$ cat config.mk
export PLATFORM = sky130hd
export DESIGN_NAME = clock_distribution_pll
export DESIGN_NICKNAME = d
export VERILOG_FILES = /design/src/pkg/clock_distribution_pll_pkg.sv /design/src/rtl/clock_distribution_pll.sv
export SDC_FILE = /design/constraint.sdc
export NUM_CORES = 1
export LEC_CHECK = 0
export BUFFER_PORTS_ARGS = -buffer_cell sky130_fd_sc_hd__clkbuf_2
export CORE_MARGIN = 1.5
export CORE_UTILIZATION = 45
export CTS_CLUSTER_DIAMETER = 40
export DETAILED_ROUTE_END_ITERATION = 6
export PLACE_DENSITY = 0.59
export SETUP_SLACK_MARGIN = 0.3
export SLEW_MARGIN = 0
export SYNTH_ARGS = -nofsm -noshare
export SYNTH_HDL_FRONTEND = slang
export SYNTH_SLANG_ARGS = --single-unit
export TNS_END_PERCENT = 10
$ cat constraint.sdc
create_clock -name clk -period 6.9 [get_ports clk]
set_input_delay 0.345 -clock clk [delete_from_list [all_inputs] [get_ports clk]]
set_output_delay 0.345 -clock clk [all_outputs]
set_load 0.01 [all_outputs]
$ cat src/pkg/clock_distribution_pll_pkg.sv
// constants for the clock distribution and pll block
//
// Contract
// - setup changes never glitch or truncate any generated clock or clock output.
// - clock-off write stops system, line interface and pcm clocks.
// - host write or high wake pin restarts stopped clock distribution.
// - pll loop multiplies reference by loop factor; factors 0 to 4 forbidden.
// - output rate equals input times loop factor over predivider times post-scaler; the code caps it at the input rate when that ratio exceeds one.
// - internal divider field plus one divides oscillator inside loop only.
// - after reset pll is disabled and passes its input straight through.
// - run bit rising edge starts acquisition from lowest oscillator frequency, except after standby, which keeps the code.
// - lock flag reads one exactly while the pll is locked; the code sets and clears it two clk cycles after the locked state.
// - freeze puts pll in standby, output stopped until run returns zero.
// - lock flag reads zero during standby.
// - leaving standby relocks within a few reference periods.
// - lock is reached within 2000 reference periods from start.
// - pll stays free for other uses when system clock bypasses it.
// - undivided select without pll select passes the source clock undivided.
package clock_distribution_pll_pkg;

   // ---------------------------------------------------------------
   // widths
   // ---------------------------------------------------------------
   localparam int DIV_W      = 8;
   localparam int INT_DIV_W  = 2;
   localparam int OSC_CODE_W = 10;
   localparam int PHASE_W    = 17;
   localparam int CLK_DIV_W  = 3;

   // ---------------------------------------------------------------
   // counts and limits
   // ---------------------------------------------------------------
   localparam logic [DIV_W-1:0]      LOOP_FACTOR_MIN  = 8'h05;
   localparam logic [2:0]            REACT_REF_COUNT  = 3'h3;
   localparam int                    LOCK_MAX_REF     = 2000;
   localparam logic [CLK_DIV_W-1:0]  CLKOUT_DIV_LAST  = 3'h7;
   localparam logic [CLK_DIV_W-1:0]  SYS_DIV_LAST     = 3'h7;

   // ---------------------------------------------------------------
   // reset values
   // ---------------------------------------------------------------
   localparam logic                  RST_CLOCKS_STOP  = 1'b0;
   localparam logic [OSC_CODE_W-1:0] RST_OSC_CODE     = 10'h000;
   localparam logic [PHASE_W-1:0]    RST_PHASE        = 17'h00000;

   // ---------------------------------------------------------------
   // pll states and clock output modes
   // ---------------------------------------------------------------
   typedef enum logic [4:0] {
      PLL_DISABLED = 5'h01,
      PLL_ACQUIRE  = 5'h02,
      PLL_REACT    = 5'h04,
      PLL_LOCKED   = 5'h08,
      PLL_STANDBY  = 5'h10
   } pll_state_t;

   typedef enum logic [1:0] {
      CLKO_DIV8 = 2'h0,
      CLKO_HI   = 2'h1,
      CLKO_PLL  = 2'h2
   } clkout_mode_t;

endpackage : clock_distribution_pll_pkg

$ cat src/rtl/clock_distribution_pll.sv
// clock distribution, gating and digital pll control
`timescale 1ns/1ps
`default_nettype none
module clock_distribution_pll (
   // clock and reset
   input  wire logic       clk,
   input  wire logic       arst_n,
   // clock setup
   input  wire logic       sys_from_pll_sel,
   input  wire logic       line_if_clock_sel,
   input  wire logic [1:0] pcm_clock_sel,
   input  wire logic       clkout_undivided_sel,
   input  wire logic       clkout_pll_sel,
   // clock gating
   input  wire logic       clock_off_wr,
   input  wire logic       host_write,
   input  wire logic       wake_pin,
   // pll control
   input  wire logic       pll_run_control,
   input  wire logic       pll_freeze,
   input  wire logic [7:0] pll_pre_div,
   input  wire logic [7:0] pll_loop_factor,
   input  wire logic [1:0] pll_int_div,
   input  wire logic [7:0] pll_post_div,
   // generated clock enables
   output logic            sys_clk_en,
   output logic            line_if_clk_en,
   output logic            pcm_clk_en,
   output logic            clkout_en,
   output logic            pll_out_en,
   // status
   output logic            clocks_stopped,
   output logic            pll_lock
);

   // ---------------------------------------------------------------
   // declarations
   // ---------------------------------------------------------------
   clock_distribution_pll_pkg::pll_state_t   state;
   clock_distribution_pll_pkg::clkout_mode_t clkout_mode;
   clock_distribution_pll_pkg::clkout_mode_t next_clkout_mode;
   logic                                      wake_meta;
   logic                                      wake_sync;
   logic                                      run_q;
   logic                                      keep_code;
   logic [7:0]                                pre_cnt;
   logic                                      ref_tick;
   logic [1:0]                                loop_cnt;
   logic                                      loop_tick;
   logic [9:0]                                osc_code;
   logic [9:0]                                osc_target;
   logic [2:0]                                react_cnt;
   logic [16:0]                               phase;
   logic [16:0]                               phase_sum;
   logic [16:0]                               div_prod;
   logic                                      pll_tick;
   logic                                      lock_int;
   logic                                      lock_meta;
   logic [2:0]                                sys_div;
   logic                                      sys_src_tick;
   logic                                      sys_sel_q;
   logic                                      line_sel_q;
   logic [1:0]                                pcm_sel_q;
   logic [2:0]                                co_cnt;
   logic                                      next_pcm_en;

   // ---------------------------------------------------------------
   // wake pin synchroniser
   // ---------------------------------------------------------------
   always_ff @(posedge clk or negedge arst_n) begin
      if (!arst_n) begin
         wake_meta <= 1'b0;
         wake_sync <= 1'b0;
      end else begin
         wake_meta <= wake_pin;
         wake_sync <= wake_meta;
      end
   end

   // ---------------------------------------------------------------
   // clock gating
   // ---------------------------------------------------------------
   always_ff @(posedge clk or negedge arst_n) begin
      if (!arst_n) begin
         clocks_stopped <= clock_distribution_pll_pkg::RST_CLOCKS_STOP;
      end else if (wake_sync || (host_write && !clock_off_wr)) begin
         clocks_stopped <= 1'b0;
      end else if (clock_off_wr) begin
         clocks_stopped <= 1'b1;
      end
   end

   // ---------------------------------------------------------------
   // reference and loop dividers
   // ---------------------------------------------------------------
   assign ref_tick  = (pre_cnt == pll_pre_div);
   assign loop_tick = (loop_cnt == pll_int_div);

   always_ff @(posedge clk or negedge arst_n) begin
      if (!arst_n) begin
         pre_cnt <= 8'h00;
      end else if (ref_tick || pre_cnt > pll_pre_div) begin
         pre_cnt <= 8'h00;
      end else begin
         pre_cnt <= pre_cnt + 8'h01;
      end
   end

   always_ff @(posedge clk or negedge arst_n) begin
      if (!arst_n) begin
         loop_cnt <= 2'h0;
      end else if (loop_tick || loop_cnt > pll_int_div) begin
         loop_cnt <= 2'h0;
      end else begin
         loop_cnt <= loop_cnt + 2'h1;
      end
   end

   // oscillator runs at loop factor times divider times reference
   assign osc_target = {2'b00, pll_loop_factor}
                       * (10'(pll_int_div) + 10'h001);

   // ---------------------------------------------------------------
   // pll state machine
   // ---------------------------------------------------------------
   always_ff @(posedge clk or negedge arst_n) begin
      if (!arst_n) begin
         run_q <= 1'b0;
      end else begin
         run_q <= pll_run_control;
      end
   end

   always_ff @(posedge clk or negedge arst_n) begin
      if (!arst_n) begin
         state     <= clock_distribution_pll_pkg::PLL_DISABLED;
         keep_code <= 1'b0;
      end else begin
         unique case (state)
            clock_distribution_pll_pkg::PLL_DISABLED: begin
               if (pll_run_control && !run_q) begin
                  state <= keep_code
                     ? clock_distribution_pll_pkg::PLL_REACT
                     : clock_distribution_pll_pkg::PLL_ACQUIRE;
               end
            end
            clock_distribution_pll_pkg::PLL_ACQUIRE,
            clock_distribution_pll_pkg::PLL_REACT,
            clock_distribution_pll_pkg::PLL_LOCKED: begin
               if (!pll_run_control) begin
                  state     <= clock_distribution_pll_pkg::PLL_DISABLED;
                  keep_code <= 1'b0;
               end else if (pll_freeze) begin
                  state <= clock_distribution_pll_pkg::PLL_STANDBY;
               end else if (state == clock_distribution_pll_pkg::PLL_ACQUIRE
                            && osc_code == osc_target && loop_tick) begin
                  state <= clock_distribution_pll_pkg::PLL_LOCKED;
               end else if (state == clock_distribution_pll_pkg::PLL_REACT
                            && react_cnt ==
                               clock_distribution_pll_pkg::REACT_REF_COUNT) begin
                  state <= clock_distribution_pll_pkg::PLL_LOCKED;
               end
            end
            clock_distribution_pll_pkg::PLL_STANDBY: begin
               if (!pll_run_control) begin
                  state     <= clock_distribution_pll_pkg::PLL_DISABLED;
                  keep_code <= 1'b1;
               end
            end
         endcase
      end
   end

   // ---------------------------------------------------------------
   // frequency search and reactivation count
   // ---------------------------------------------------------------
   always_ff @(posedge clk or negedge arst_n) begin
      if (!arst_n) begin
         osc_code <= clock_distribution_pll_pkg::RST_OSC_CODE;
      end else if (state == clock_distribution_pll_pkg::PLL_DISABLED
                   && pll_run_control && !run_q && !keep_code) begin
         osc_code <= clock_distribution_pll_pkg::RST_OSC_CODE;
      end else if (state == clock_distribution_pll_pkg::PLL_ACQUIRE
                   && ref_tick && osc_code != osc_target) begin
         osc_code <= (osc_code < osc_target) ? osc_code + 10'h001
                                             : osc_code - 10'h001;
      end
   end

   always_ff @(posedge clk or negedge arst_n) begin
      if (!arst_n) begin
         react_cnt <= 3'h0;
      end else if (state != clock_distribution_pll_pkg::PLL_REACT) begin
         react_cnt <= 3'h0;
      end else if (ref_tick) begin
         react_cnt <= react_cnt + 3'h1;
      end
   end

   // ---------------------------------------------------------------
   // output phase accumulator: n over p times s
   // ---------------------------------------------------------------
   assign div_prod  = 17'(({9'h000, pll_pre_div} + 17'h00001)
                     * ({9'h000, pll_post_div} + 17'h00001));
   assign phase_sum = phase + {9'h000, pll_loop_factor};

   always_ff @(posedge clk or negedge arst_n) begin
      if (!arst_n) begin
         phase    <= clock_distribution_pll_pkg::RST_PHASE;
         pll_tick <= 1'b0;
      end else if (state != clock_distribution_pll_pkg::PLL_LOCKED) begin
         phase    <= clock_distribution_pll_pkg::RST_PHASE;
         pll_tick <= (state == clock_distribution_pll_pkg::PLL_DISABLED);
      end else begin
         if (phase_sum >= div_prod) begin
            phase    <= (phase_sum - div_prod >= div_prod)
                        ? clock_distribution_pll_pkg::RST_PHASE
                        : phase_sum - div_prod;
            pll_tick <= 1'b1;
         end else begin
            phase    <= phase_sum;
            pll_tick <= 1'b0;
         end
      end
   end

   always_ff @(posedge clk or negedge arst_n) begin
      if (!arst_n) begin
         pll_out_en <= 1'b0;
      end else begin
         pll_out_en <= pll_tick;
      end
   end

   // ---------------------------------------------------------------
   // lock flag synchroniser
   // ---------------------------------------------------------------
   assign lock_int = (state == clock_distribution_pll_pkg::PLL_LOCKED);

   always_ff @(posedge clk or negedge arst_n) begin
      if (!arst_n) begin
         lock_meta <= 1'b0;
         pll_lock  <= 1'b0;
      end else begin
         lock_meta <= lock_int;
         pll_lock  <= lock_meta;
      end
   end

   // ---------------------------------------------------------------
   // system, line interface and pcm clocks
   // ---------------------------------------------------------------
   assign sys_src_tick = sys_sel_q ? pll_tick : 1'b1;

   always_ff @(posedge clk or negedge arst_n) begin
      if (!arst_n) begin
         sys_div    <= 3'h0;
         sys_sel_q  <= 1'b0;
         line_sel_q <= 1'b0;
         pcm_sel_q  <= 2'h0;
      end else if (sys_src_tick && !clocks_stopped) begin
         sys_div <= sys_div + 3'h1;
         if (sys_div == clock_distribution_pll_pkg::SYS_DIV_LAST) begin
            sys_sel_q  <= sys_from_pll_sel;
            line_sel_q <= line_if_clock_sel;
            pcm_sel_q  <= pcm_clock_sel;
         end
      end
   end

   always_comb begin
      unique case (pcm_sel_q)
         2'h0: next_pcm_en = 1'b1;
         2'h1: next_pcm_en = (sys_div[0] == 1'b0);
         2'h2: next_pcm_en = (sys_div[1:0] == 2'h0);
         2'h3: next_pcm_en = (sys_div == 3'h0);
      endcase
   end

   always_ff @(posedge clk or negedge arst_n) begin
      if (!arst_n) begin
         sys_clk_en     <= 1'b0;
         line_if_clk_en <= 1'b0;
         pcm_clk_en     <= 1'b0;
      end else begin
         sys_clk_en     <= sys_src_tick && !clocks_stopped;
         line_if_clk_en <= sys_src_tick && !clocks_stopped
                           && (line_sel_q ? sys_div[1:0] == 2'h0
                                          : sys_div[0] == 1'b0);
         pcm_clk_en     <= sys_src_tick && !clocks_stopped && next_pcm_en;
      end
   end

   // ---------------------------------------------------------------
   // clock output
   // ---------------------------------------------------------------
   always_comb begin
      if (clkout_pll_sel) begin
         next_clkout_mode = clock_distribution_pll_pkg::CLKO_PLL;
      end else if (clkout_undivided_sel) begin
         next_clkout_mode = clock_distribution_pll_pkg::CLKO_HI;
      end else begin
         next_clkout_mode = clock_distribution_pll_pkg::CLKO_DIV8;
      end
   end

   always_ff @(posedge clk or negedge arst_n) begin
      if (!arst_n) begin
         co_cnt      <= 3'h0;
         clkout_mode <= clock_distribution_pll_pkg::CLKO_DIV8;
      end else begin
         co_cnt <= co_cnt + 3'h1;
         if (co_cnt == clock_distribution_pll_pkg::CLKOUT_DIV_LAST) begin
            clkout_mode <= next_clkout_mode;
         end
      end
   end

   always_ff @(posedge clk or negedge arst_n) begin
      if (!arst_n) begin
         clkout_en <= 1'b0;
      end else begin
         unique case (clkout_mode)
            clock_distribution_pll_pkg::CLKO_PLL:
               clkout_en <= pll_tick;
            clock_distribution_pll_pkg::CLKO_HI:
               clkout_en <= 1'b1;
            default:
               clkout_en <= (co_cnt == clock_distribution_pll_pkg::CLKOUT_DIV_LAST);
         endcase
      end
   end

endmodule : clock_distribution_pll
`default_nettype wire

==> impl_metrics.json, run 1 <==
{
  "fin_area_sq_mm": 0.0110,
  "coreArea_sq_mm": 0.0193,
  "routed.top_layer": "met4",
  "hold_class": "primary input to asynchronous set/reset pin",
  "max_stage_delay_ps": 530,
  "yosysTopAreaCellShare": 0.195,
  "synth_nets": 1249,
  "finalClockSkew_ps": 6.33,
  "drive_gt1_frac": 0.222,
  "cp.required_ps": 7090,
  "dpl_cell_area_sq_mm": 0.0106,
  "outcome": "finished with violations",
  "grt_max_degree": 71,
  "numCtsBuffers": 9,
  "clkPwrFrac": 0.086,
  "hold_buffers": 0,
  "synth_common_cells": "inv_1, ha_1, nor2_1",
  "viasPerCell": 5.05,
  "h-tree-depth": 3,
  "met1_length_um": 9590,
  "power_leakage_nw": 5.70,
  "critPathBufInv": 7,
  "antennaDiodeCount": 0,
  "ant_nets": 0,
  "yosysUniqueCellTypes": 60,
  "finalWorstSetupSlack_ps": -727,
  "first_iter_violations": 198,
  "cp_slowest_cell": "fa_1",
  "globalplace.congestion": 0.851,
  "cp.arrival_ps": 7810,
  "post-route-period-util": 1.11,
  "synthCells": 1024,
  "path_clk_slew_ps": 60,
  "p_comb_frac": 0.803,
  "place_hpwl_um": 17000,
  "clkLatencyLatePin_ps": 330,
  "grt_usage": 0.209,
  "wl_met3_um": 586,
  "antenna_found_initial": 0,
  "rsz0062_at_grt": "yes",
  "p_per_area_mw_per_mm2": 450,
  "worst_setup_path_end_kind": "flop",
  "nets": 1428,
  "switching_share": 0.448,
  "violations": "setup timing",
  "slew_headroom": 0.403,
  "numPortBuffers": 45,
  "slew_violations": 0,
  "pwr-share-seq": 0.111,
  "power.switching_mw": 2.21,
  "area_growth_pct": 24.2,
  "wl_met2_um": 9750,
  "min_period_ps": 7630,
  "yosysSeqAreaShare": 0.198,
  "cts-root-buf": "clkbuf_16",
  "die_w_um": 143,
  "cp-start-kind": "primary input",
  "wire_per_inst_um": 13.7,
  "final-hold-violation-count": 0,
  "dieArea_sq_mm": 0.0205,
  "yosysTopAreaCell": "dfrtp_1",
  "vias": 7440,
  "grt_pass1_wl_um": 34600,
  "yosysMostFrequentCell": "inv_1",
  "cap_violations": 0,
  "avgSynthCellArea_sq_um": 8.63,
  "syn_area_sq_mm": 0.00884,
  "first_pass_iters": 5,
  "cts_tree": "done",
  "ys_async_sr_fraction": 1.00,
  "crit_type": "primary input to flop",
  "cp_max_fo": 17,
  "grt_overflow": 0,
  "die_h_um": 143,
  "drc_errors": 0,
  "initial_core_util": 0.457,
  "io_pins": 46,
  "setup_viol": 17,
  "num_rows": 51,
  "synthTopCellsByArea": "dfrtp_1, ha_1, fa_1",
  "wl_um": 20200,
  "peakVddDrop_mv": 0.405,
  "grt_pass1_vias": 7353,
  "fin_util": 0.568,
  "intPower_mw": 2.73,
  "synthFlopType": "dfrtp_1",
  "ys_warn_count": 0,
  "cpLargestDelayFamily": "adder cells",
  "tightest_slew_ps": 887,
  "timing.fmax_ghz": 0.131,
  "hold-worst-slack_ps": 118,
  "synth_edf_count": 0,
  "fillerInstances": 1847,
  "ys_ff_latch": 70,
  "clockBufferDepth": 2,
  "cts.sinks": 70
}
==> state kept, by name, indices dropped and copies added, names as in the netlist, 2 cells and up <==
register	count
phase	17
sys_div	3
clkout_mode	2
loop_cnt	2
state	5
osc_code	10
co_cnt	3
react_cnt	3
pre_cnt	8
pcm_sel_q	2
==> power groups by stage <==
stage	registers, mW	clock network (mW)	logic [mW]
floorplan	0.542	0	2.36
global placement	0.552	0	3.81
detailed placement	0.554	0	3.82
CTS	0.549	0.435	3.98
global route	0.560	0.458	4.46
finish	0.547	0.427	3.96
==> final cells by class <==
class	count	area (sq um)	area share
Clock buffer	11	243	0.0221
Clock inverter	5	35.0	0.00319
Inverter	158	593	0.0540
Multi-Input combinational cell	781	6730	0.613
Sequential cell	70	1750	0.160
Tap cell	265	332	0.0302
Timing Repair Buffer	183	1290	0.117
==> cell families after synthesis <==
family | after synthesis | synth area share
multiplexers | 7 | 0.00878
AO/OA/AOI/OAI | 197 | 0.148
buffers and inverters | 173 | 0.0748
adder cells (fa/ha/maj) | 186 | 0.313
XOR/XNOR | 79 | 0.0800
AND/OR/NAND/NOR | 312 | 0.176
flip-flops | 70 | 0.198
==> worst paths after layout <==
check,start,end,slack [ps],cells past startpoint
min,arst_n,osc_code[3],120,1
min in group clk,wake_pin,wake_meta,130,1
max in group asynchronous,arst_n,pre_cnt[0],6210,1
max reg2reg,phase[0],phase[12],830,31
max,pll_pre_div[0],phase[12],-730,36
min reg2reg,wake_meta,wake_sync,340,0
==> layer usage <==
layer / up-vias / track usage
met5: - / 0
met4: 0 / 0.0467
met3: 14 / 0.0235
met2: 93 / 0.358
met1: 3521 / 0.282
li1: 3812 / -
==> stage by stage <==
stage | setup WS (ps) | power, mW | setup TNS, ps | std cells
detailed placement | -1350 | 4.37 | -21670 | 1452
CTS | -734 | 4.96 | -11910 | 1473
global route | -1250 | 5.48 | -20640 | 1473
finish | -727 | 4.94 | -11780 | 1473
floorplan | -802 | 2.90 | -12580 | 1024
global placement | -1260 | 4.36 | -21220 | 1452
==> placed cells by master, fill, tap and decap left out, types with 4 or more instances in the layout <==
cell       count
ha_1         121
o21ai_0       42
o21ai_1        5
nand3_1       25
nor2b_1       19
a21o_1        29
mux2_2         6
xnor2_2        9
dfrtp_1       69
a21oi_1       46
inv_1        158
o21bai_1       8
o32ai_1       11
ha_4           4
a211oi_1       4
nand2_1       64
and3_1        12
or2_2         12
xnor2_1       36
o31ai_1        8
and2_1         9
a211o_1        4
nor2_1        83
nand4_1       14
nand2b_1      26
clkbuf_16      9
xor2_1        31
fa_1          59
nor3_1         8
buf_4        137
a21boi_0       4
clkbuf_2      43
nand3b_1       5
==> timing repair <==
action,4_1_cts,5_1_grt
resized for setup,17,3
setup buffers,5,0
pin swaps,10,2
setup endpoints to repair,17,18
Power figures use the tool's default switching activity.
==> inputs of run 2 (changes only) <==
- CORE_ASPECT_RATIO: unset -> 1.5
- RECOVER_POWER: unset -> 25
==> run 2 against run 1 <==
Net effect: the run ends with capacitance limit, slew limit, setup timing left; sequential cell count unchanged; setup slack worse by 190 ps; hold slack about the same; register-to-register slack worse by 130 ps; clock skew about the same.
==> impl_metrics.json, run 2 (synthesis results as in run 1) <==
{
  "final-hold-violation-count": 0,
  "rsz0062_at_grt": "yes",
  "io_pins": 46,
  "num_rows": 62,
  "cts-root-buf": "clkbuf_16",
  "wl_met2_um": 12200,
  "p_per_area_mw_per_mm2": 468,
  "violations": "capacitance limit, slew limit, setup timing",
  "timing.fmax_ghz": 0.128,
  "die_h_um": 175,
  "hold_class": "primary input to flop",
  "drive_gt1_frac": 0.256,
  "hold_buffers": 0,
  "fillerInstances": 1776,
  "first_pass_iters": 5,
  "drc_errors": 0,
  "die_w_um": 117,
  "first_iter_violations": 256,
  "met1_length_um": 8590,
  "finalPower_mw": 5.33,
  "finalNonFillerCells": 1480,
  "cp_max_fo": 9,
  "ant_nets": 0,
  "hp-start": "wake_pin",
  "globalplace.congestion": 0.918,
  "power_leakage_nw": 5.83,
  "final_common_cell": "inv_1",
  "h-tree-depth": 3,
  "coreArea_sq_mm": 0.0192,
  "place_ws_ps": -1340,
  "largest_reg_flops": 17,
  "dpl_cell_area_sq_mm": 0.0106,
  "outcome": "finished with violations",
  "fin_area_sq_mm": 0.0114,
  "numPortBuffers": 45,
  "setup_viol": 17,
  "grt_pass1_vias": 7886,
  "vias": 7726,
  "wl_met3_um": 377,
  "place_hpwl_um": 17800,
  "cts.sinks": 70,
  "largestRegisters": "phase: 17 flops, osc_code: 10 flops, pre_cnt: 8 flops",
  "slew_violations": 71,
  "slew_headroom": -1.50,
  "numCtsBuffers": 9,
  "cp.required_ps": 7100,
  "cp_slowest_cell": "fa_1",
  "antennaDiodeCount": 0,
  "dp_cells": 1449,
  "path_clk_slew_ps": 60,
  "timing.rr.start": "phase[0]",
  "layout_common_cells": "inv_1, buf_4, ha_1",
  "routed.top_layer": "met4",
  "finalWorstSetupSlack_ps": -919,
  "tightest_slew_ps": 3750,
  "cts_tree": "done",
  "cp-startpoint": "pll_post_div[1]",
  "antenna_found_initial": 0,
  "finalClockSkew_ps": 6.05,
  "clkLatencyLatePin_ps": 340,
  "wire_per_inst_um": 14.6,
  "post-route-period-util": 1.13,
  "viasPerCell": 5.22,
  "clockBufferDepth": 2,
  "nets": 1444,
  "cp.arrival_ps": 8020,
  "area_growth_pct": 29.0,
  "min_period_ps": 7820,
  "crit_type": "primary input to flop",
  "grt_usage": 0.217,
  "top_register": "phase",
  "worst_setup_path_end_kind": "flop",
  "grt_pass1_wl_um": 36200,
  "grt_max_degree": 71,
  "cap_violations": 1,
  "regToRegSetupSlack_ps": 700,
  "peakVddDrop_mv": 0.408,
  "max_stage_delay_ps": 530,
  "cp-start-kind": "primary input",
  "initial_core_util": 0.459,
  "wl_um": 21600,
  "cp_common_cell": "fa_1",
  "grt_overflow": 0,
  "dieArea_sq_mm": 0.0205
}
-- run 2: cell count changes in the layout (fill, tap and decap cells not counted), sizes merged --
cell and change:
buf +15, bufinv +1, clkinv -1, clkinvlp -1, inv +2
-- run 2: critical path, delay by kind of cell --
kind                     cells  cell delay (ps)
adder cells (fa/ha/maj)      7             2970
AND/OR/NAND/NOR             12             1940
XOR/XNOR                     2              370
AO/OA/AOI/OAI               10             1530
buffers and inverters        7              860
-- run 2: what timing repair did --
action,CTS,global route
setup endpoints to repair,17,18
cloned,0,1
pin swaps,6,47
buffers inserted,3,11
resized for setup,10,61
-- run 2: final cells by class --
| type | count | area, sq um | share of cell area |
|---|---|---|---|
| multi-input cells | 781 | 7010 | 0.615 |
| flip-flops and latches | 70 | 1750 | 0.154 |
| repair buffers | 199 | 1420 | 0.125 |
| inverters | 158 | 593 | 0.0520 |
| well taps | 256 | 320 | 0.0281 |
| clock buffers | 10 | 229 | 0.0201 |
| clock inverters | 6 | 70.1 | 0.00615 |
-- run 2: per-layer routing --
metal | vias to the layer above | global-route usage
li1 | 3843 | -
met1 | 3756 | 0.237
met2 | 99 | 0.427
met3 | 28 | 0.0176
met4 | 0 | 0.0859
met5 | - | 0
-- run 2: stage by stage --
step	TNS, ps	hold slack (ps)	utilization
after detailed placement	-22600	353	0.551
after global routing	-21370	111	0.593
after floorplan	-12580	49.4	-
final	-15210	118	0.593
after CTS	-15000	106	0.570
after global placement	-19400	333	0.551
-- run 2: power by group --
group	leakage (nW)	total, mW	internal (mW)	switching, mW
sequential	0.924	0.548	0.485	0.0632
clock	0.147	0.465	0.283	0.182
combinational	4.75	4.32	2.11	2.21
-- run 2: path summary, 6_finish.rpt --
path | cells after the start | endpoint
min in group asynchronous | 1 | osc_code[4]
worst min register to register | 0 | pll_lock
worst min-delay path | 1 | wake_meta
worst max-delay path | 38 | phase[8]
worst max register to register | 31 | phase[8]
max in group asynchronous | 1 | state[3]
==> inputs of run 3 (changes only) <==
==> constraint.sdc (replaced) <==
create_clock -name clk -period 6.9 [get_ports clk]
set_input_delay 1.725 -clock clk [delete_from_list [all_inputs] [get_ports clk]]
set_output_delay 1.725 -clock clk [all_outputs]
set_load 0.01 [all_outputs]
==> run 3 against run 2 <==
Net effect: the run still ends with capacitance limit, slew limit, setup timing left; count of clock-buffer cells in the layout stayed put; die area stayed put; first-iteration DRC count is 22% higher; sequential share of layout area down 0.75 points; combinational power grew 5.1%; setup slack worse by 1500 ps; sequential cell count unchanged; critical path depth increased by 4; core utilization rose by 3.0 points; clock skew up 2.6 ps; critical path type unchanged; critical endpoint is now phase[1]; largest power group unchanged.
==> impl_metrics.json, run 3 (synthesis results as in run 1) <==
{
  "max_stage_delay_ps": 510,
  "wl_met3_um": 472,
  "finalClockSkew_ps": 8.62,
  "wl_um": 21700,
  "slew_violations": 71,
  "hold_class": "flop to flop",
  "cts.sinks": 70,
  "vias": 7895,
  "final-hold-violation-count": 0,
  "regToRegSetupSlack_ps": 780,
  "power_leakage_nw": 6.12,
  "grt_pass1_vias": 7946,
  "ant_nets": 0,
  "largestRegisters": "phase: 17 flops, osc_code: 10 flops, pre_cnt: 8 flops",
  "clockBufferDepth": 2,
  "crit_end": "phase[1]",
  "area_growth_pct": 35.6,
  "routed.top_layer": "met4",
  "rr_worst_depth": 31,
  "cp-startpoint": "pll_pre_div[0]",
  "initial_core_util": 0.459,
  "dieArea_sq_mm": 0.0205,
  "drive_gt1_frac": 0.305,
  "grt_pass1_wl_um": 35800,
  "min_period_ps": 9270,
  "grt_overflow": 0,
  "globalplace.congestion": 0.879,
  "coreArea_sq_mm": 0.0192,
  "rsz0062_at_grt": "yes",
  "cp-start-kind": "primary input",
  "cp_common_cell": "fa_1",
  "finalWorstSetupSlack_ps": -2370,
  "place_hpwl_um": 17600,
  "numCtsBuffers": 9,
  "nets": 1497,
  "cp_max_fo": 8,
  "met1_length_um": 8800,
  "cp_slowest_cell": "fa_1",
  "layout_common_cells": "buf_4, inv_1, ha_1",
  "top_register": "phase",
  "viasPerCell": 5.15,
  "crit_type": "primary input to flop",
  "largest_reg_flops": 17,
  "h-tree-depth": 3,
  "final_common_cell": "buf_4",
  "tightest_slew_ps": 3760,
  "cp.required_ps": 7110,
  "finalNonFillerCells": 1533,
  "grt_max_degree": 71,
  "die_h_um": 175,
  "timing.rr.start": "phase[0]",
  "clkLatencyLatePin_ps": 340,
  "die_w_um": 117,
  "slew_headroom": -1.50,
  "io_pins": 46,
  "setup_viol": 18,
  "dp_cells": 1497,
  "wire_per_inst_um": 14.2,
  "antennaDiodeCount": 0,
  "wl_met2_um": 12000,
  "p_per_area_mw_per_mm2": 463,
  "timing.fmax_ghz": 0.108,
  "drc_errors": 0,
  "post-route-period-util": 1.34,
  "path_clk_slew_ps": 60,
  "peakVddDrop_mv": 0.448,
  "num_rows": 62,
  "cts-root-buf": "clkbuf_16",
  "worst_setup_path_end_kind": "flop",
  "r2r_end": "phase[1]",
  "antenna_found_initial": 0,
  "cap_violations": 1,
  "grt_usage": 0.213,
  "cts_tree": "done",
  "fillerInstances": 1746,
  "first_pass_iters": 4,
  "first_iter_violations": 312,
  "numPortBuffers": 45,
  "cp.arrival_ps": 9480,
  "outcome": "finished with violations",
  "finalPower_mw": 5.55,
  "violations": "capacitance limit, slew limit, setup timing"
}
[run 3: changes by cell type in the layout (fill, tap and decap cells not counted), sizes merged]
cell    previous run  this run
clkbuf            54        55
inv              160       159
buf              155       207
clkinv             3         4
[run 3: metal layers]
metal	GRT usage	up-vias
met5	0	-
met4	0.0597	0
met3	0.0193	28
met2	0.415	96
met1	0.245	3815
li1	-	3956
[run 3: final cells by class]
cell class	instances	area (sq um)	area share
repair buffers	252	1880	0.157
flip-flops and latches	70	1750	0.146
multi-input cells	781	7140	0.596
inverters	158	593	0.0495
clock buffers	10	229	0.0191
clock inverters	6	70.1	0.00585
well taps	256	320	0.0267
[run 3: power breakdown]
part           internal (mW)  switching [mW]  total (mW)
clock network          0.282           0.185       0.468
logic                   2.31            2.23        4.54
registers              0.485          0.0615       0.547
[run 3: repair_timing]
action                     4_1_cts  5_1_grt
pin swaps                        9       70
setup endpoints to repair       19       23
hold buffers                     0        0
cloned                           0        2
resized for setup               16       94
setup buffers                    5       13
[run 3: worst min path at each step]
| stage | endpoint | cells past startpoint | slack, ps | startpoint |
|---|---|---|---|---|
| after CTS | wake_sync | 0 | 360 | wake_meta |
| after global routing | pll_lock | 0 | 370 | lock_meta |
| after floorplan | pll_lock | 0 | 330 | lock_meta |
| after detailed placement | pll_lock | 0 | 340 | lock_meta |
| final | wake_sync | 0 | 350 | wake_meta |
| after global placement | pll_lock | 0 | 330 | lock_meta |
[run 3: per-stage QoR]
| step | area, sq um | util | TNS (ps) | setup WS, ps | hold WS, ps |
|---|---|---|---|---|---|
| floorplan | 9090 | - | -36960 | -2180 | 331 |
| global placement | 11000 | 0.571 | -44480 | -2550 | 332 |
| detailed placement | 11000 | 0.571 | -46810 | -2710 | 343 |
| CTS | 11400 | 0.593 | -39080 | -2270 | 356 |
| global route | 12000 | 0.623 | -47790 | -2770 | 369 |
| finish | 12000 | 0.623 | -40710 | -2370 | 354 |
[run 3: worst max-delay path: cells and delay by family]
family	cells	cell delay, ps
AOI/OAI and AO/OA	10	1740
xor gates and xnor gates	2	230
adders and majority gates	7	2810
buffers and inverters	9	890
and+or+nand+nor	14	2060
